`config.mk`:
```
export PLATFORM = sky130hd
export DESIGN_NAME = blc_loop
export DESIGN_NICKNAME = d
export VERILOG_FILES = /design/src/verilog/blc_pkg.sv /design/src/verilog/blc_chan.sv /design/src/verilog/blc_loop.sv
export SDC_FILE = /design/constraint.sdc
export NUM_CORES = 1
export LEC_CHECK = 0
export BUFFER_PORTS_ARGS = -buffer_cell sky130_fd_sc_hd__buf_2
export CAP_MARGIN = 20
export CORE_MARGIN = 1
export CORE_UTILIZATION = 30
export DETAILED_ROUTE_END_ITERATION = 10
export GPL_TIMING_DRIVEN = 1
export SYNTH_ARGS = -nofsm -noshare
export SYNTH_HDL_FRONTEND = slang
export SYNTH_SLANG_ARGS = --single-unit
```
`constraint.sdc`:
```
create_clock -name clk_in -period 6.4 [get_ports clk_in]
set_input_delay 0.96 -clock clk_in [delete_from_list [all_inputs] [get_ports clk_in]]
set_output_delay 0.96 -clock clk_in [all_outputs]
set_load 0.005 [all_outputs]
```
`src/verilog/blc_pkg.sv`:
```
// Shared constants, carriers and helper functions for the black level loop.
// Assumes one clock at pixel rate; every clock edge is one pixel period.
package blc_pkg;

    ////////////////////////////////////////////////////////////////////////
    // Widths
    localparam int BLC_NUM_CH = 3;
    localparam int BLC_ADC_W = 16;
    localparam int BLC_LVL_LSB = 4;
    localparam int BLC_LVL_W = 12;
    localparam int BLC_TGT_W = 10;
    localparam int BLC_OFS_W = 10;
    localparam int BLC_SUM_W = 17;
    localparam int BLC_ERR_W = 14;
    localparam int BLC_CNT_W = 6;
    localparam int BLC_REG_W = 8;

    // Pixel clock rate, for reference only (no timed waits in this block)
    localparam int BLC_CLK_MHZ = 25;

    ////////////////////////////////////////////////////////////////////////
    // Register map
    localparam logic [7:0] BLC_REG_CTRL = 8'h08;
    localparam logic [7:0] BLC_REG_POS = 8'h09;
    localparam logic [7:0] BLC_CTRL_RST = 8'h00;
    localparam logic [7:0] BLC_POS_RST = 8'h00;
    localparam logic [7:0] BLC_RD_NONE = 8'h00;

    // Reference edge select codes
    localparam logic [1:0] BLC_REF_TG = 2'h1;
    localparam logic [1:0] BLC_REF_CLAMP = 2'h2;

    // Line run code for unlimited operation
    localparam logic [1:0] BLC_LINES_INF = 2'h3;

    // Shift bases: averaging 4..32 samples, integration divide 8..64
    localparam logic [2:0] BLC_AVG_BASE = 3'h2;
    localparam logic [2:0] BLC_INT_BASE = 3'h3;

    // Offset DAC limits, two's complement
    localparam logic signed [BLC_OFS_W-1:0] BLC_OFS_MIN = 10'sh200;
    localparam logic signed [BLC_OFS_W-1:0] BLC_OFS_MAX = 10'sh1ff;
    localparam logic signed [BLC_OFS_W-1:0] BLC_OFS_RST = 10'sh000;

    // Line limits and counter ceiling
    localparam logic [BLC_CNT_W-1:0] BLC_LIM_15 = 6'h0f;
    localparam logic [BLC_CNT_W-1:0] BLC_LIM_31 = 6'h1f;
    localparam logic [BLC_CNT_W-1:0] BLC_LIM_63 = 6'h3f;
    localparam logic [BLC_CNT_W-1:0] BLC_CNT_ONE = 6'h01;
    localparam logic [BLC_CNT_W-1:0] BLC_CNT_ZERO = 6'h00;

    ////////////////////////////////////////////////////////////////////////
    // Carriers
    typedef struct packed {
        logic [1:0] lines;
        logic [1:0] avg;
        logic [1:0] integ;
        logic [1:0] ref_sel;
    } blc_ctrl_t;

    typedef struct packed {
        logic valid;
        logic [BLC_NUM_CH-1:0][BLC_ADC_W-1:0] code;
    } blc_adc_t;

    typedef struct packed {
        logic en;
        logic [1:0] chan;
        logic [BLC_OFS_W-1:0] value;
    } blc_ofs_wr_t;

    typedef struct packed {
        logic wr;
        logic [7:0] addr;
        logic [BLC_REG_W-1:0] wdata;
    } blc_reg_req_t;

    typedef struct packed {
        logic [BLC_NUM_CH-1:0][BLC_OFS_W-1:0] ofs;
    } blc_dac_t;

    ////////////////////////////////////////////////////////////////////////
    // Helpers
    function automatic logic [2:0] blc_avg_shift(input logic [1:0] c);
        return BLC_AVG_BASE + {1'b0, c};
    endfunction

    function automatic logic [2:0] blc_int_shift(input logic [1:0] c);
        return BLC_INT_BASE + {1'b0, c};
    endfunction

    function automatic logic [BLC_CNT_W-1:0] blc_line_limit(input logic [1:0] c);
        case (c)
            2'h0: return BLC_LIM_15;
            2'h1: return BLC_LIM_31;
            default: return BLC_LIM_63;
        endcase
    endfunction

endpackage

```
`src/verilog/blc_chan.sv`:
```
// One channel of the black level loop: sample sum, error and offset register.
// Assumes the controller frames the sums and pulses apply once per window.
`timescale 1ns/1ps
module blc_chan (
    input wire logic clk_in,
    input wire logic rst_n_in,
    input wire logic clear_in,
    input wire logic accum_in,
    input wire logic [blc_pkg::BLC_ADC_W-1:0] code_in,
    input wire logic apply_in,
    input wire logic [2:0] avg_shift_in,
    input wire logic [2:0] int_shift_in,
    input wire logic [blc_pkg::BLC_TGT_W-1:0] target_in,
    input wire logic wr_in,
    input wire logic [blc_pkg::BLC_OFS_W-1:0] wr_value_in,
    output logic [blc_pkg::BLC_OFS_W-1:0] offset_out
);
    import blc_pkg::*;

    logic [BLC_SUM_W-1:0] sum_q;
    logic [BLC_SUM_W-1:0] sum_d;
    logic [BLC_SUM_W-1:0] sum_shr;
    logic [BLC_LVL_W-1:0] level;
    logic [BLC_LVL_W-1:0] avg;
    logic signed [BLC_ERR_W-1:0] err;
    logic signed [BLC_ERR_W-1:0] scaled;
    logic signed [BLC_ERR_W-1:0] ofs_sum;
    logic signed [BLC_OFS_W-1:0] ofs_q;
    logic signed [BLC_OFS_W-1:0] ofs_sat;

    ////////////////////////////////////////////////////////////////////////
    // Sample sum; the four low ADC bits are dropped before summing
    assign level = code_in[BLC_ADC_W-1:BLC_LVL_LSB];
    assign sum_d = (clear_in ? '0 : sum_q) + (accum_in ? {5'h00, level} : '0);

    // Power-of-two count, so the mean is a plain right shift
    assign sum_shr = sum_q >> avg_shift_in;
    assign avg = sum_shr[BLC_LVL_W-1:0];

    // Error is target minus mean, target zero-extended, unscaled, to the 12-bit level
    assign err = $signed({4'h0, target_in}) - $signed({2'h0, avg});
    // Only a fraction of the error is applied, which damps noise
    assign scaled = err >>> int_shift_in;
    assign ofs_sum = $signed({{(BLC_ERR_W-BLC_OFS_W){ofs_q[BLC_OFS_W-1]}}, ofs_q}) + scaled;

    // Clamp at the DAC ends instead of wrapping; no other limit
    assign ofs_sat = (ofs_sum < $signed({{(BLC_ERR_W-BLC_OFS_W){1'b1}}, BLC_OFS_MIN})) ?
                     BLC_OFS_MIN :
                     (ofs_sum > $signed({{(BLC_ERR_W-BLC_OFS_W){1'b0}}, BLC_OFS_MAX})) ?
                     BLC_OFS_MAX : ofs_sum[BLC_OFS_W-1:0];

    assign offset_out = ofs_q;

    ////////////////////////////////////////////////////////////////////////
    // Sum register
    always_ff @(posedge clk_in or negedge rst_n_in) begin
        if (!rst_n_in) begin
            sum_q <= '0;
        end else begin
            sum_q <= sum_d;
        end
    end

    // Offset register; a software write wins over a loop update
    always_ff @(posedge clk_in or negedge rst_n_in) begin
        if (!rst_n_in) begin
            ofs_q <= BLC_OFS_RST;
        end else if (wr_in) begin
            ofs_q <= wr_value_in;
        end else if (apply_in) begin
            ofs_q <= ofs_sat;
        end
    end

endmodule

```
`src/verilog/blc_loop.sv`:
```
// Black level correction loop: clamp window timing, line count, registers.
// Assumes one clock per pixel and inputs synchronous to clk_in.
// Assumes the window is kept off the input clamp pulse.
// Function
// - Loop can be switched off; offsets then change only by software writes.
// - While enabled, offsets are rewritten on each line the loop is active.
// - Each channel keeps its own offset value toward its own black level.
// - Two-bit field picks transfer-gate (01) or input-clamp (10) falling edge.
// - Clamp window starts n+1 pixel periods after the chosen reference edge.
// - Adjacent optical black samples are averaged, not a single pixel.
// - Control bits 5:4 select 4, 8, 16 or 32 samples per line.
// - Ten-bit target compared with ADC code bits 15:4.
// - Error is target minus the average after the samples are taken.
// - Error divided by 8, 16, 32 or 64 per bits 3:2 before adding.
// - Correction range is limited only by the offset DAC range.
// - Loop runs 15, 31, 63 lines after scan start, or always, per 7:6.
// - After the finite line count, offsets stop updating though enabled.
// - Unlimited setting updates every line while the loop is enabled.
`timescale 1ns/1ps
module blc_loop (
    input wire logic clk_in,
    input wire logic rst_n_in,
    input wire blc_pkg::blc_reg_req_t reg_req_in,
    output logic [blc_pkg::BLC_REG_W-1:0] reg_rdata_out,
    input wire logic loop_enable_in,
    input wire logic [blc_pkg::BLC_TGT_W-1:0] target_black_level_in,
    input wire blc_pkg::blc_ofs_wr_t offset_wr_in,
    input wire logic start_of_scan_in,
    input wire logic transfer_gate_pulse_in,
    input wire logic input_clamp_pulse_in,
    input wire blc_pkg::blc_adc_t adc_in,
    output blc_pkg::blc_dac_t offset_dac_out,
    output logic black_clamp_window_out,
    output logic loop_update_out,
    output logic [blc_pkg::BLC_CNT_W-1:0] line_count_out
);
    import blc_pkg::*;

    // Idle, delay, averaging, one apply cycle
    typedef enum logic [1:0] {
        BLC_S_IDLE,
        BLC_S_DELAY,
        BLC_S_AVG,
        BLC_S_APPLY
    } blc_state_t;

    ////////////////////////////////////////////////////////////////////////
    // Declarations
    blc_ctrl_t ctrl_q;
    logic [BLC_REG_W-1:0] pos_q;

    logic [BLC_REG_W-1:0] rdata_q;
    logic [BLC_REG_W-1:0] rdata_d;

    blc_state_t state_q;
    blc_state_t state_d;

    logic [BLC_REG_W-1:0] delay_q;
    logic [BLC_REG_W-1:0] delay_d;

    logic [BLC_CNT_W-1:0] samp_q;
    logic [BLC_CNT_W-1:0] samp_d;

    logic [BLC_CNT_W-1:0] line_q;
    logic [BLC_CNT_W-1:0] line_d;

    logic tg_prev_q;
    logic clamp_prev_q;

    logic tg_fall;
    logic clamp_fall;
    logic ref_edge;

    logic [2:0] avg_shift;
    logic [2:0] int_shift;

    logic [BLC_CNT_W-1:0] samp_last_val;
    logic [BLC_CNT_W-1:0] line_limit;

    logic samp_take;
    logic samp_last;
    logic samp_clear;

    logic lines_left;
    logic update_ok;
    logic apply;

    logic wr_ctrl;
    logic wr_pos;

    ////////////////////////////////////////////////////////////////////////
    // Register decode; only the two mapped offsets store anything
    assign wr_ctrl = reg_req_in.wr && (reg_req_in.addr == BLC_REG_CTRL);

    assign wr_pos = reg_req_in.wr && (reg_req_in.addr == BLC_REG_POS);

    // Read mux; unmapped addresses read as zero
    assign rdata_d = (reg_req_in.addr == BLC_REG_CTRL) ? ctrl_q :
                     (reg_req_in.addr == BLC_REG_POS) ? pos_q :
                     BLC_RD_NONE;

    // Fields act at once; change them with the loop off
    // Control and position registers
    always_ff @(posedge clk_in or negedge rst_n_in) begin
        if (!rst_n_in) begin
            ctrl_q <= BLC_CTRL_RST;
            pos_q <= BLC_POS_RST;
            rdata_q <= BLC_RD_NONE;
        end else begin
            if (wr_ctrl) begin
                ctrl_q <= reg_req_in.wdata;
            end

            if (wr_pos) begin
                pos_q <= reg_req_in.wdata;
            end

            rdata_q <= rdata_d;
        end
    end

    // Read data is one cycle behind the address
    assign reg_rdata_out = rdata_q;

    ////////////////////////////////////////////////////////////////////////
    // Reference edge detection
    always_ff @(posedge clk_in or negedge rst_n_in) begin
        if (!rst_n_in) begin
            tg_prev_q <= 1'b0;
            clamp_prev_q <= 1'b0;
        end else begin
            tg_prev_q <= transfer_gate_pulse_in;
            clamp_prev_q <= input_clamp_pulse_in;
        end
    end

    // Flops reset low, so no false fall after reset
    assign tg_fall = tg_prev_q && !transfer_gate_pulse_in;

    assign clamp_fall = clamp_prev_q && !input_clamp_pulse_in;

    // Codes 00 and 11 select no reference, so no window ever opens
    assign ref_edge = ((ctrl_q.ref_sel == BLC_REF_TG) && tg_fall) ||
                      ((ctrl_q.ref_sel == BLC_REF_CLAMP) && clamp_fall);

    ////////////////////////////////////////////////////////////////////////
    // Field decoding for the averaging, integration and line settings
    assign avg_shift = blc_avg_shift(ctrl_q.avg);

    assign int_shift = blc_int_shift(ctrl_q.integ);

    assign samp_last_val = (BLC_CNT_ONE << avg_shift) - BLC_CNT_ONE;

    assign line_limit = blc_line_limit(ctrl_q.lines);

    // The budget gates only the update, not the window
    // Finite settings stop once the line budget is used
    assign lines_left = (ctrl_q.lines == BLC_LINES_INF) || (line_q < line_limit);
    assign update_ok = loop_enable_in && lines_left;

    ////////////////////////////////////////////////////////////////////////
    // Window sequencing
    assign samp_take = (state_q == BLC_S_AVG) && adc_in.valid;

    assign samp_clear = (state_q == BLC_S_AVG) && (samp_q == BLC_CNT_ZERO);

    assign samp_last = samp_take && (samp_q == samp_last_val);

    // Offsets and line count move on the next edge
    assign apply = (state_q == BLC_S_APPLY) && update_ok;

    // Next state; an edge seen while busy is ignored until the line ends
    always_comb begin
        state_d = state_q;
        delay_d = delay_q;
        samp_d = samp_q;

        case (state_q)
            // Wait for the chosen reference fall
            BLC_S_IDLE: begin
                // Fresh count per window
                samp_d = BLC_CNT_ZERO;
                if (loop_enable_in && ref_edge) begin
                    if (pos_q == '0) begin
                        state_d = BLC_S_AVG;
                    end else begin
                        delay_d = pos_q - 8'h01;
                        state_d = BLC_S_DELAY;
                    end
                end
            end

            // n cycles between the edge cycle and the window, which opens n+1 after the edge
            BLC_S_DELAY: begin
                // Holds n-1 on entry
                if (delay_q == '0) begin
                    state_d = BLC_S_AVG;
                end else begin
                    delay_d = delay_q - 8'h01;
                end
            end

            // Only valid samples count
            BLC_S_AVG: begin
                // The last sample goes to the sum only
                if (samp_last) begin
                    state_d = BLC_S_APPLY;
                end else if (samp_take) begin
                    samp_d = samp_q + BLC_CNT_ONE;
                end
            end

            // One cycle, then the next line
            BLC_S_APPLY: begin
                state_d = BLC_S_IDLE;
            end

            // Unused code
            default: begin
                state_d = BLC_S_IDLE;
            end
        endcase

        // Disabling the loop abandons a window in progress
        if (!loop_enable_in) begin
            state_d = BLC_S_IDLE;
        end
    end

    // State registers
    always_ff @(posedge clk_in or negedge rst_n_in) begin
        if (!rst_n_in) begin
            state_q <= BLC_S_IDLE;
            delay_q <= '0;
            samp_q <= BLC_CNT_ZERO;
        end else begin
            state_q <= state_d;
            delay_q <= delay_d;
            samp_q <= samp_d;
        end
    end

    ////////////////////////////////////////////////////////////////////////
    // Lines since start of scan; saturates so it never wraps back into range
    always_comb begin
        line_d = line_q;
        // Start of scan wins over an increment
        if (start_of_scan_in) begin
            line_d = BLC_CNT_ZERO;
        end else if ((state_q == BLC_S_APPLY) && (line_q != BLC_LIM_63)) begin
            line_d = line_q + BLC_CNT_ONE;
        end
    end

    // Line count register
    always_ff @(posedge clk_in or negedge rst_n_in) begin
        if (!rst_n_in) begin
            line_q <= BLC_CNT_ZERO;
        end else begin
            line_q <= line_d;
        end
    end

    ////////////////////////////////////////////////////////////////////////
    // Per-channel datapath
    // A copy per channel trades area for timing
    for (genvar ch = 0; ch < BLC_NUM_CH; ch++) begin : g_chan
        logic wr_hit;

        // Channel code 3 matches none
        assign wr_hit = offset_wr_in.en && (offset_wr_in.chan == 2'(ch));

        // Each channel integrates its own error into its own offset
        blc_chan u_chan (
            .clk_in(clk_in),
            .rst_n_in(rst_n_in),
            .clear_in(samp_clear),
            .accum_in(samp_take),
            .code_in(adc_in.code[ch]),
            .apply_in(apply),
            .avg_shift_in(avg_shift),
            .int_shift_in(int_shift),
            .target_in(target_black_level_in),
            .wr_in(wr_hit),
            .wr_value_in(offset_wr_in.value),
            .offset_out(offset_dac_out.ofs[ch])
        );
    end

    ////////////////////////////////////////////////////////////////////////
    // Status outputs decoded from flip-flops; the update pulse is also gated by loop_enable_in
    assign black_clamp_window_out = (state_q == BLC_S_AVG);

    assign loop_update_out = apply;

    // Count shows when the line budget is spent
    assign line_count_out = line_q;

endmodule

```
# == After elaboration in Yosys (flattened, before gate mapping) ==
# Index checks and enable logic that the tools add are counted.
# Widths: inputs -> output; s select.
# op_classes
n_addsub,16
n_mul,0
div_mod_pow,0
order_cmp,7
eq_ne,21
shifts,7
muxes,36
n_bitwise,0
reduce_logical,35
# op_table
operator,n
$mux 10,12
$add 17x17->17,3
$mux 17,3
$shr 17x3->12,3
$add 10x14->14,3
$gt 14x10->1 const B,3
$lt 14x10->1 const B,3
$sshr 14x3->14,3
$mux 8,5
$sub 10x12->13,3
$mux 12,3
$mux 6,4
$pmux 6 s2,2
$eq 8x4->1 const B,2
$logic_and 1x1->1,16
$logic_not 8->1,2
$pmux 8 s2,1
$sub 8x1->8 const B,2
$add 6x1->6 const B,2
$reduce_bool 2->1,6
$eq 2x2->1 const B,5
$mux 2,5
$eq 2x1->1 const B,4
$ne 2x2->1 const B,4
other kinds (16),23
# totals
reg_bits,129
latchBits,0
ramBits,0
mem_bits_ro,0
in_bits,95
memories,0

# == Logic depth before layout (Yosys ltp) ==
# Gate-level depths: netlist of the first run.
# logic_depth
depth_word,10
ltp_mapped,28
ltp_nobuf,23

# == Modules after synthesis ==
# Synthesis of the first run repeated with hierarchy kept, for this count alone.
# unflattened
cells_unflattened,1533
hier_area_um2,14023.4
# modules_own_cells
module,n_inst,cells_per_inst,area_per_inst_um2
blc_chan at g_chan[1].u_chan ...,2,419,3756.1
blc_chan at g_chan[0].u_chan,1,433,3802.4
blc_loop,1,262,2708.8

# == Least setup slack after synthesis of the first run ==
# OpenSTA, ideal clock, no wires.
# synth_timing
path_type,register -> register
startpoint,reg ctrl_q[5] in the netlist's numbering
endpoint,reg g_chan[2].u_chan.ofs_q[0]
setup_time_ns,0.076
arrival_ns,5.783
slack_ns,0.541
path_stages_with_launch,27
cell_sequence,dfrtp_1 -> buf_4 -> buf_4 -> clkbuf_1 -> buf_2 -> mux2i_1 -> nand2_1 -> o21ai_0 -> ha_1 -> nor2b_1 -> o21a_1 -> o21a_1 -> o211a_1 -> a2111oi_0 -> mux2i_1 -> mux2i_1 -> o21ai_0 -> ha_1 -> fa_1 -> a21o_1 -> a21oi_1 -> o211ai_1 -> a41oi_1 -> xor2_1 -> or2_2 -> o31a_1 -> o21ai_1
# synth_via
elab_chain_len,10
# synth_lines
item,line,rtl
start: declaration,blc_loop.sv:49,blc_ctrl_t ctrl_q;
start signal: assignment,blc_loop.sv:111,ctrl_q <= reg_req_in.wdata;
$add 2x2->3 (*),blc_pkg.sv:85,"return BLC_AVG_BASE + {1'b0, c};"
$shr 17x3->12 (*),blc_chan.sv:37,assign sum_shr = sum_q >> avg_shift_in;
$sub 10x12->13 (*),blc_chan.sv:41,"assign err = $signed({4'h0, target_in}) - $signed({2'h0, avg});"
$sshr 14x3->14 (*),blc_chan.sv:43,assign scaled = err >>> int_shift_in;
$add 10x14->14 (*),blc_chan.sv:44,"assign ofs_sum = $signed({{(BLC_ERR_W-BLC_OFS_W){ofs_q[BLC_OFS_W-1]}}, ofs_q}) + scaled;"
$gt 14x10->1,blc_chan.sv:49,"(ofs_sum > $signed({{(BLC_ERR_W-BLC_OFS_W){1'b0}}, BLC_OFS_MAX})) ?"
$mux 10,blc_chan.sv:49,
$mux 10 (*),blc_chan.sv:47,"assign ofs_sat = (ofs_sum < $signed({{(BLC_ERR_W-BLC_OFS_W){1'b1}}, BLC_OFS_MIN})) ?"
$mux 10 (*),blc_chan.sv:70,end else if (apply_in) begin
$mux 10 (*),blc_chan.sv:68,end else if (wr_in) begin
end signal: assignment,blc_chan.sv:69,ofs_q <= wr_value_in;
end signal: assignment,blc_chan.sv:71,ofs_q <= ofs_sat;
end: declaration,blc_chan.sv:28,logic signed [BLC_OFS_W-1:0] ofs_q;
# Mark *: on every way between the ends. The rest lies on a longest branch, timed or not. The select of a mux whose other input is x is not followed.
# A chain may end at the register's enable or synchronous reset.

# == Worst setup path in the final report of the first run ==
# layout_timing
startpoint,reg ctrl_q[5] in the netlist's numbering
endpoint,reg g_chan[2].u_chan.ofs_q[7]
# Same word-level chain as after synthesis.

==> results.json, run 1 <==
{
  "die_area_um2": 45200,
  "finalSetupViolCount": 0,
  "worstSkewPairLatency_ns": 0.45,
  "worstPathCellList": "buf_4 -> buf_4 -> mux2i_1 -> mux2_2 -> ha_1 -> o21a_1 -> o21a_1 -> o211a_1 -> a2111oi_0 -> buf_4 -> mux2i_1 -> mux2i_1 -> o21ai_0 -> ha_1 -> fa_1 -> a21o_1 -> a21oi_1 -> o211ai_1 -> a41oi_1 -> xor2_1 -> or2_2 -> o31a_1 -> o22ai_1",
  "worstSetupEndpointType": "flip-flop",
  "dpl_cell_area_um2": 14600,
  "cts.sinks": 129,
  "cp-start-kind": "flip-flop",
  "pin_count": 141,
  "fp.dieW_um": 213,
  "coreArea_um2": 43500,
  "p_leak_nw": 7.13,
  "grt_max_degree": 87,
  "h-tree-depth": 4,
  "slew-limit-headroom_pct": 42.9,
  "multiInputGateArea_um2": 9500,
  "synthesis.nets": 1817,
  "tightest_slew_ns": 0.857,
  "synth_warnings": 0,
  "worstReg2RegStart": "ctrl_q[5]$_DFFE_PN0P_",
  "worst_ep_arrival_time_ns": 6.34,
  "async_flop_share_pct": 100,
  "yosysMostFrequentCell": "nor2_1",
  "syn-instance-count": 1587,
  "cts_resized": 0,
  "diodes": 0,
  "place_congestion": 0.895,
  "globalRouteOverflowTotal": 0,
  "drive_gt1_share_pct": 15.9,
  "power_density_nw_per_um2": 438,
  "cts_made_buffers": 17,
  "top_usage_layer": "met2",
  "initial_utilization_pct": 30.6,
  "hold_path_startpoint": "delay_q[7]$_DFFE_PN0P_",
  "cp_slowest_cell": "dfrtp_2",
  "timing.final.crit_share_pct": 93.5,
  "final_hold_viol_count": 0,
  "antenna_found_initial": 0,
  "port_buffers": 128,
  "dp_hpwl_mm": 27.8,
  "crit_path_max_fanout": 11,
  "ys.flop_type": "dfrtp_1",
  "yosys-top-cells-count": "nor2_1 (157), dfrtp_1 (129), ha_1 (126)",
  "drt_iter0_markers": 742,
  "synth_edf_count": 0,
  "worstSetupStartpoint": "ctrl_q[5]$_DFFE_PN0P_",
  "fmax_mhz": 167,
  "drt_wl_total_mm": 35.4,
  "finClkSkew_ns": 0.0116,
  "grtUsageMet2_pct": 24.6,
  "setup_slack_ns": 0.418,
  "cts.clk_slew.worst_paths_ns": 0.06,
  "row_count": 76,
  "postCtsSetupBuffers": 0,
  "tritoncts": "yes",
  "final_max_slew_viol_count": 0,
  "area_growth_pct": 14.5,
  "wire_per_inst_um": 15.4,
  "fin_crit_ns": 5.98,
  "use_met1_pct": 23.4,
  "ys_types": 82,
  "criticalPathCategory": "reg -> reg",
  "hold_path.class": "reg -> reg",
  "ys_ff_latch": 129,
  "grt_usage_pct": 16.0,
  "regArea_um2": 3230,
  "cap_violations": 0,
  "final.fill_count": 4509,
  "synth_top_area_share_pct": 24.2,
  "avgSynthCellArea_um2": 8.39,
  "critPathMaxStageDelay_ns": 0.48,
  "ir_drop_mv": 0.165,
  "holdBufCountCts": 0,
  "avgViaCountPerCell": 5.14,
  "synth_area_leaders": "dfrtp_1 (24%), ha_1 (12%), mux2i_1 (6.0%)",
  "clockBufferDepth": 2,
  "critical_path_required_ns": 6.76,
  "drc": 0,
  "dr.pass1.iters": 7,
  "grt_pass1_wl_mm": 58.2,
  "setup-tns-final_ns": 0,
  "layout.nets": 1925,
  "num_vias": 11800,
  "yosysSeqAreaShare_pct": 24.2,
  "grt_pass1_vias": 11200,
  "rsz0062_at_grt": "false",
  "grtUsageMet3_pct": 2.44,
  "cp_top_family": "compound AO/OA/AOI/OAI gates",
  "final_cell_area_um2": 15200,
  "post-place-ws_ns": 0.435,
  "die_y_um": 213,
  "syn_area_um2": 13300,
  "ant_nets": 0,
  "yosys.area.top_type": "dfrtp_1",
  "outcome": "complete, no violations",
  "cts-root-buf": "clkbuf_16",
  "path_buf_inv": 3
}
-- sequential cells by signal, indices dropped and copies added (netlist names) --
signal / cells
tg_prev_q: 1
clamp_prev_q: 1
ctrl_q: 8
g_chan.u_chan.sum_q: 51
state_q: 2
g_chan.u_chan.offset_out: 30
reg_rdata_out: 8
pos_q: 8
samp_q: 6
line_count_out: 6
delay_q: 8
-- through the flow --
step	cells	hold slack, ns	utilization, %	power (mW)
after global placement	2257	0.481	33.6	5.52
after global routing	2293	0.531	35.1	7.31
after floorplan	1587	0.448	-	4.63
after CTS	2289	0.505	35.0	6.67
final	2293	0.498	35.1	6.67
after detailed placement	2257	0.489	33.6	5.61
-- cell usage in the layout (no fill, tap or decap), types with 7 or more instances in the layout --
| cell type | netlist | final |
|---|---|---|
| o21a_1 | 22 | 22 |
| a21o_1 | 25 | 25 |
| buf_4 | 2 | 28 |
| a21oi_1 | 111 | 111 |
| nand2b_1 | 12 | 12 |
| and3_1 | 49 | 49 |
| nand2_1 | 104 | 104 |
| ha_1 | 126 | 126 |
| or3_1 | 17 | 17 |
| nor2_1 | 157 | 157 |
| o22ai_1 | 23 | 23 |
| xor2_1 | 39 | 39 |
| fa_1 | 9 | 9 |
| o21ai_0 | 71 | 71 |
| nand4_1 | 7 | 7 |
| nor2b_1 | 23 | 23 |
| nand3_1 | 35 | 35 |
| dfrtp_1 | 129 | 128 |
| mux2_2 | 42 | 42 |
| and2_1 | 38 | 38 |
| o211ai_1 | 19 | 19 |
| nor4_1 | 7 | 7 |
| nor3_1 | 43 | 43 |
| mux2i_1 | 80 | 80 |
| mux4_2 | 14 | 14 |
| a31oi_1 | 20 | 20 |
| inv_1 | 83 | 83 |
| xnor2_1 | 64 | 64 |
| clkbuf_16 | 0 | 17 |
| buf_2 | 4 | 127 |
| o21ai_1 | 20 | 20 |
| a211oi_1 | 18 | 18 |
| o31ai_1 | 8 | 8 |
-- where the power goes --
group	switching, mW	leakage, nW	internal [mW]
combinational	2.55	5.16	1.95
clock	0.392	0.291	0.623
sequential	0.177	1.68	0.975
-- worst paths after layout --
kind	to	slack, ns	cells past startpoint
setup / recovery	g_chan[2].u_chan.offset_out[7]$_DFFE_PN0P_	0.42	23
hold / removal	delay_q[7]$_DFFE_PN0P_	0.50	2
setup reg to reg	g_chan[2].u_chan.offset_out[7]$_DFFE_PN0P_	0.42	23
hold reg to reg	delay_q[7]$_DFFE_PN0P_	0.50	2
max in group asynchronous	ctrl_q[5]$_DFFE_PN0P_	4.65	2
min in group asynchronous	g_chan[1].u_chan.offset_out[5]$_DFFE_PN0P_	0.61	1
-- worst min-delay path, cell delays in order, from the launching register on --
cell and delay, ns:
dfrtp_1 0.34, nand2_1 0.05, o21ai_0 0.07
-- per-layer routing --
layer / share of wire [%] / vias to the layer above
met2: 43 / 240
met1: 52 / 5547
met5: 0 / -
li1: - / 5979
met4: 1.0 / 0
met3: 3.5 / 26
-- cell type report --
type | instances | area share [%]
Clock buffer | 20 | 2.93
Inverter | 86 | 2.12
Timing Repair Buffer | 156 | 5.62
Multi-Input combinational cell | 1305 | 62.3
Clock inverter | 12 | 1.02
Tap cell | 585 | 4.80
Sequential cell | 129 | 21.2
-- cell families after synthesis --
group / count (synthesis) / synth area share (%)
adders and majority gates: 135 / 13.2
xor gates and xnor gates: 103 / 6.77
muxes: 140 / 12.4
buffers and inverters: 153 / 4.46
and+or+nand+nor: 521 / 19.2
AOI/OAI and AO/OA: 406 / 19.7
DFF: 129 / 24.2
No activity file was read; power rests on OpenSTA's default activity.
==> run 2: changes to the inputs <==
--- a/config.mk
+++ b/config.mk
@@ -7,10 +7,11 @@
 export LEC_CHECK = 0
 export BUFFER_PORTS_ARGS = -buffer_cell sky130_fd_sc_hd__buf_2
 export CAP_MARGIN = 20
-export CORE_MARGIN = 1
+export CORE_MARGIN = 3
 export CORE_UTILIZATION = 30
 export DETAILED_ROUTE_END_ITERATION = 10
 export GPL_TIMING_DRIVEN = 1
+export PLACE_DENSITY = 0.56
 export SYNTH_ARGS = -nofsm -noshare
 export SYNTH_HDL_FRONTEND = slang
 export SYNTH_SLANG_ARGS = --single-unit
==> run 2 against run 1 <==
Compared with the run above: sequential power barely moved; critical endpoint is now g_chan[0].u_chan.offset_out[3]$_DFFE_PN0P_; critical path type unchanged; largest power group unchanged; largest cell class unchanged; fmax rose by 1.3%; highest routed layer unchanged; final area rose by 0.15%.
==> results.json, run 2 (synthesized netlist as in run 1, its figures left out) <==
{
  "outcome": "complete, no violations",
  "largest_reg_flops": 51,
  "top_register": "g_chan.u_chan.sum_q",
  "cts.sinks": 129,
  "antenna_found_initial": 0,
  "drt_wl_total_mm": 36.2,
  "power_density_nw_per_um2": 440,
  "grt_max_degree": 86,
  "setup-tns-final_ns": 0,
  "cts-root-buf": "clkbuf_16",
  "ant_nets": 0,
  "wire_per_inst_um": 15.8,
  "die_y_um": 217,
  "clockBufferDepth": 2,
  "fmax_mhz": 169,
  "drt_iter0_markers": 678,
  "mostFrequentLayoutCells": "nor2_1 (157), dfrtp_1 (128), buf_2 (127), ha_1 (126), a21oi_1 (110)",
  "critPathMaxStageDelay_ns": 0.54,
  "port_buffers": 128,
  "reg2regPathDepth": 22,
  "ir_drop_mv": 0.184,
  "final_common_cell": "nor2_1",
  "die_area_um2": 47000,
  "drc": 0,
  "drive_gt1_share_pct": 15.9,
  "cp_top_family": "compound AO/OA/AOI/OAI gates",
  "crit_path_max_fanout": 13,
  "finClkSkew_ns": 0.0136,
  "cts_made_buffers": 17,
  "dp_hpwl_mm": 28.3,
  "multiInputGateArea_um2": 9520,
  "diodes": 0,
  "worstPathCellList": "buf_4 -> mux2_2 -> o21ai_0 -> inv_1 -> fa_1 -> nor2b_1 -> o21ai_1 -> a21oi_1 -> nor2_1 -> xnor2_1 -> mux4_2 -> mux2_2 -> ha_1 -> fa_1 -> a21o_1 -> a21oi_1 -> o211ai_1 -> a41oi_1 -> xnor2_1 -> a41oi_4 -> nor2_1 -> o21ai_0",
  "tritoncts": "yes",
  "grt_pass1_wl_mm": 59.6,
  "final_max_slew_viol_count": 0,
  "slew-limit-headroom_pct": 44.3,
  "cts.clk_slew.worst_paths_ns": 0.06,
  "grt_usage_pct": 15.4,
  "dr.pass1.iters": 5,
  "setup_slack_ns": 0.497,
  "whs_path_depth": 2,
  "timing.final.crit_share_pct": 92.2,
  "cp_slowest_cell": "dfrtp_4",
  "regArea_um2": 3230,
  "path_depth": 22,
  "tightest_slew_ns": 0.836,
  "place_congestion": 0.846,
  "layout.nets": 1923,
  "pin_count": 141,
  "final.fill_count": 4550,
  "timing.hold.ws_ns": 0.492,
  "final_util_pct": 35.1,
  "rsz0062_at_grt": "false",
  "worst_ep_arrival_time_ns": 6.25,
  "hold_path.class": "reg -> reg",
  "avgViaCountPerCell": 5.17,
  "critical_path_required_ns": 6.75,
  "post-place-ws_ns": 0.262,
  "fp.dieW_um": 217,
  "final_hold_viol_count": 0,
  "initial_utilization_pct": 30.6,
  "fin_crit_ns": 5.90,
  "h-tree-depth": 4,
  "coreArea_um2": 43500,
  "grt_pass1_vias": 11400,
  "area_growth_pct": 14.6,
  "globalRouteOverflowTotal": 0,
  "cap_violations": 0,
  "row_count": 76,
  "num_vias": 11900,
  "worstSkewPairLatency_ns": 0.44,
  "p_leak_nw": 7.12,
  "criticalPathCategory": "reg -> reg",
  "path_buf_inv": 2,
  "worstSetupEndpointType": "flip-flop",
  "holdBufCountCts": 0,
  "cp-start-kind": "flip-flop",
  "finalSetupViolCount": 0
}
[run 2: path summary, 6_finish.rpt]
check	slack, ns	startpoint	to
hold / removal	0.49	delay_q[7]$_DFFE_PN0P_	delay_q[7]$_DFFE_PN0P_
hold reg to reg	0.49	delay_q[7]$_DFFE_PN0P_	delay_q[7]$_DFFE_PN0P_
max in group asynchronous	4.64	rst_n_in	g_chan[0].u_chan.sum_q[16]$_DFF_PN0_
setup / recovery	0.50	ctrl_q[5]$_DFFE_PN0P_	g_chan[0].u_chan.offset_out[3]$_DFFE_PN0P_
min in group asynchronous	0.61	rst_n_in	line_count_out[0]$_DFFE_PN0P_
setup reg to reg	0.50	ctrl_q[5]$_DFFE_PN0P_	g_chan[0].u_chan.offset_out[3]$_DFFE_PN0P_
[run 2: tightest hold or removal path, cell delays in order (launching register included)]
cell and delay [ns]:
dfrtp_1 0.34, nand2_1 0.05, o21ai_0 0.06
[run 2: layout make-up]
cell class / instances / area share, %
clock inverters: 13 / 1.16
repair buffers: 154 / 5.56
inverters: 86 / 2.11
multi-input cells: 1305 / 62.4
clock buffers: 19 / 2.84
flip-flops and latches: 129 / 21.2
well taps: 585 / 4.79
[run 2: layer usage]
| layer | vias up | track usage [%] | wire, µm |
|---|---|---|---|
| met2 | 208 | 23.5 | 15500 |
| met1 | 5634 | 22.8 | 18800 |
| met4 | 0 | 3.94 | 607 |
| li1 | 5976 | - | - |
| met5 | - | 0 | 0 |
| met3 | 33 | 2.15 | 1240 |
[run 2: power breakdown]
group	switching [mW]	leakage (nW)	internal, mW
clock network	0.410	0.293	0.622
logic	2.58	5.16	1.96
registers	0.174	1.68	0.975
[run 2: metrics by stage]
stage / power [mW] / area (µm²) / cells
after global placement: 5.53 / 14600 / 2254
after CTS: 6.69 / 15200 / 2287
after floorplan: 4.63 / 13300 / 1587
final: 6.72 / 15300 / 2291
after detailed placement: 5.62 / 14600 / 2255
after global routing: 7.37 / 15300 / 2291
[run 2: timing repair]
action,in CTS,in global routing
gates resized for setup,0,5
setup buffers,0,4
endpoints found under the setup margin,0,21
==> run 3: changes to the inputs <==
--- a/config.mk
+++ b/config.mk
@@ -11,7 +11,7 @@
 export CORE_UTILIZATION = 30
 export DETAILED_ROUTE_END_ITERATION = 10
 export GPL_TIMING_DRIVEN = 1
-export PLACE_DENSITY = 0.56
+export PLACE_DENSITY = 0.45
 export SYNTH_ARGS = -nofsm -noshare
 export SYNTH_HDL_FRONTEND = slang
 export SYNTH_SLANG_ARGS = --single-unit
==> run 3 against run 2 <==
Compared with the run above: setup slack improved by 0.023 ns; largest cell class unchanged; sequential share of layout area is 0.061 points higher; die area did not move; critical path depth shrank 1; largest power group unchanged.
==> results.json, run 3 (synthesized netlist as in run 1, its figures left out) <==
{
  "outcome": "complete, no violations",
  "num_vias": 11600,
  "fp.dieW_um": 217,
  "place_congestion": 0.816,
  "cp-start-kind": "flip-flop",
  "path_buf_inv": 1,
  "power_density_nw_per_um2": 435,
  "cts-root-buf": "clkbuf_16",
  "timing.final.crit_share_pct": 91.9,
  "whs_path_depth": 2,
  "grt_pass1_vias": 11400,
  "reg2regPathDepth": 21,
  "worstSetupEndpointType": "flip-flop",
  "finalSetupViolCount": 0,
  "layout.nets": 1919,
  "worstSkewPairLatency_ns": 0.45,
  "reg2reg_slack_ns": 0.52,
  "dr.pass1.iters": 5,
  "row_count": 76,
  "grt_pass1_wl_mm": 60.7,
  "power_frac_clock_pct": 14.8,
  "post-place-cells": 2253,
  "area_growth_pct": 14.3,
  "drt_iter0_markers": 659,
  "cp_top_family": "compound AO/OA/AOI/OAI gates",
  "fin_crit_ns": 5.88,
  "mostFrequentLayoutCells": "nor2_1 (157), dfrtp_1 (128), buf_2 (127), ha_1 (126), a21oi_1 (109)",
  "critical_path_required_ns": 6.71,
  "cts.clk_slew.worst_paths_ns": 0.06,
  "cts.sinks": 129,
  "p_sw_mw": 3.13,
  "combPwrFrac_pct": 67.8,
  "holdPathEnd": "delay_q[7]$_DFFE_PN0P_",
  "critPathMaxStageDelay_ns": 0.53,
  "grt_max_degree": 71,
  "slew-limit-headroom_pct": 44.5,
  "dpl_cell_area_um2": 14600,
  "coreArea_um2": 43500,
  "rsz0062_at_grt": "false",
  "cap_violations": 0,
  "wire_per_inst_um": 16.0,
  "die_y_um": 217,
  "drc": 0,
  "hold_path_startpoint": "delay_q[7]$_DFFE_PN0P_",
  "worstPathCellList": "buf_4 -> mux2i_1 -> o21ai_0 -> ha_1 -> fa_1 -> nor2b_1 -> o21ai_1 -> a21oi_1 -> nor2_1 -> xor2_1 -> mux4_2 -> mux2i_1 -> ha_1 -> a211oi_1 -> o21ai_1 -> nor4bb_2 -> o31a_1 -> o31ai_1 -> a41oi_2 -> nor2_1 -> o22ai_1",
  "timing.hold.ws_ns": 0.488,
  "ant_nets": 0,
  "grt_usage_pct": 15.8,
  "avgViaCountPerCell": 5.08,
  "cp_slowest_cell": "dfrtp_4",
  "instances_no_fill": 2287,
  "tightest_slew_ns": 0.828,
  "cts_made_buffers": 17,
  "worst_ep_arrival_time_ns": 6.19,
  "hold_path.class": "reg -> reg",
  "clockBufferDepth": 2,
  "switching_share_pct": 47.2,
  "crit_path_max_fanout": 13,
  "p_leak_nw": 7.09,
  "finClkSkew_ns": 0.0119,
  "post-place-ws_ns": 0.223,
  "largest_reg_flops": 51,
  "final_max_slew_viol_count": 0,
  "drive_gt1_share_pct": 15.9,
  "setup-tns-final_ns": 0,
  "globalRouteOverflowTotal": 0,
  "worst_r2r_endpoint": "g_chan[2].u_chan.offset_out[3]$_DFFE_PN0P_",
  "power.internal_mw": 3.50,
  "final.fill_count": 4629,
  "pin_count": 141,
  "final_common_cell": "nor2_1",
  "final_cell_area_um2": 15200,
  "initial_utilization_pct": 30.6,
  "dp_hpwl_mm": 29.1,
  "final_hold_viol_count": 0,
  "drt_wl_total_mm": 36.6,
  "die_area_um2": 47000,
  "path_depth": 21,
  "h-tree-depth": 4,
  "worstReg2RegStart": "ctrl_q[5]$_DFFE_PN0P_",
  "ir_drop_mv": 0.197,
  "fmax_mhz": 170,
  "tritoncts": "yes",
  "seqPwrFrac_pct": 17.4,
  "diodes": 0,
  "port_buffers": 128,
  "antenna_found_initial": 0,
  "criticalPathCategory": "reg -> reg",
  "top_register": "g_chan.u_chan.sum_q",
  "setup_slack_ns": 0.520
}
==> run 3: cell type report <==
| cell class | instances | area, µm² | share of cell area [%] |
|---|---|---|---|
| clock buffer | 18 | 429 | 2.82 |
| clock inverter | 14 | 156 | 1.03 |
| inverter | 86 | 323 | 2.12 |
| multi-input combinational | 1305 | 9530 | 62.6 |
| sequential | 129 | 3230 | 21.2 |
| tap | 585 | 732 | 4.81 |
| timing repair buffer | 150 | 825 | 5.42 |
==> run 3: metrics by stage <==
stage                     total power, mW  util [%]
after floorplan                      4.63         -
after global placement               5.59      33.6
after detailed placement             5.61      33.6
after CTS                            6.65      34.9
after global routing                 7.33      35.0
final                                6.63      35.0
==> run 3: power groups by stage <==
stage / Sequential (mW) / Clock, mW / Combinational (mW)
floorplan: 1.09 / 0 / 3.53
global placement: 1.17 / 0 / 4.43
detailed placement: 1.17 / 0 / 4.45
CTS: 1.16 / 1.02 / 4.48
global route: 1.18 / 1.04 / 5.11
finish: 1.15 / 0.984 / 4.49
==> run 3: worst max path at each step <==
stage	start	to	slack [ns]
floorplan	ctrl_q[5]$_DFFE_PN0P_	g_chan[2].u_chan.offset_out[0]$_DFFE_PN0P_	0.54
global placement	ctrl_q[5]$_DFFE_PN0P_	g_chan[0].u_chan.offset_out[6]$_DFFE_PN0P_	0.23
detailed placement	ctrl_q[5]$_DFFE_PN0P_	g_chan[0].u_chan.offset_out[8]$_DFFE_PN0P_	0.22
CTS	ctrl_q[5]$_DFFE_PN0P_	g_chan[0].u_chan.offset_out[8]$_DFFE_PN0P_	0.18
global route	ctrl_q[5]$_DFFE_PN0P_	g_chan[2].u_chan.offset_out[8]$_DFFE_PN0P_	0.01
finish	ctrl_q[5]$_DFFE_PN0P_	g_chan[2].u_chan.offset_out[3]$_DFFE_PN0P_	0.52
==> run 3: metal layers <==
metal,wire length [µm],global-route usage [%],vias to the layer above
li1,-,-,5970
met1,19100,23.1,5427
met2,16000,24.2,185
met3,1060,2.22,34
met4,567,4.29,0
met5,0,0,-
==> run 3: timing repair <==
| item | 4_1_cts | 5_1_grt |
|---|---|---|
| buffers inserted | 0 | 2 |
| setup endpoints to repair | 0 | 27 |
| hold buffers | 0 | 0 |
| gates resized for setup | 0 | 9 |
==> run 3: tightest hold or removal path, cell delays in order (launching register included) <==
cell and delay, ns:
dfrtp_1 0.35, nand2_1 0.05, o21ai_0 0.06
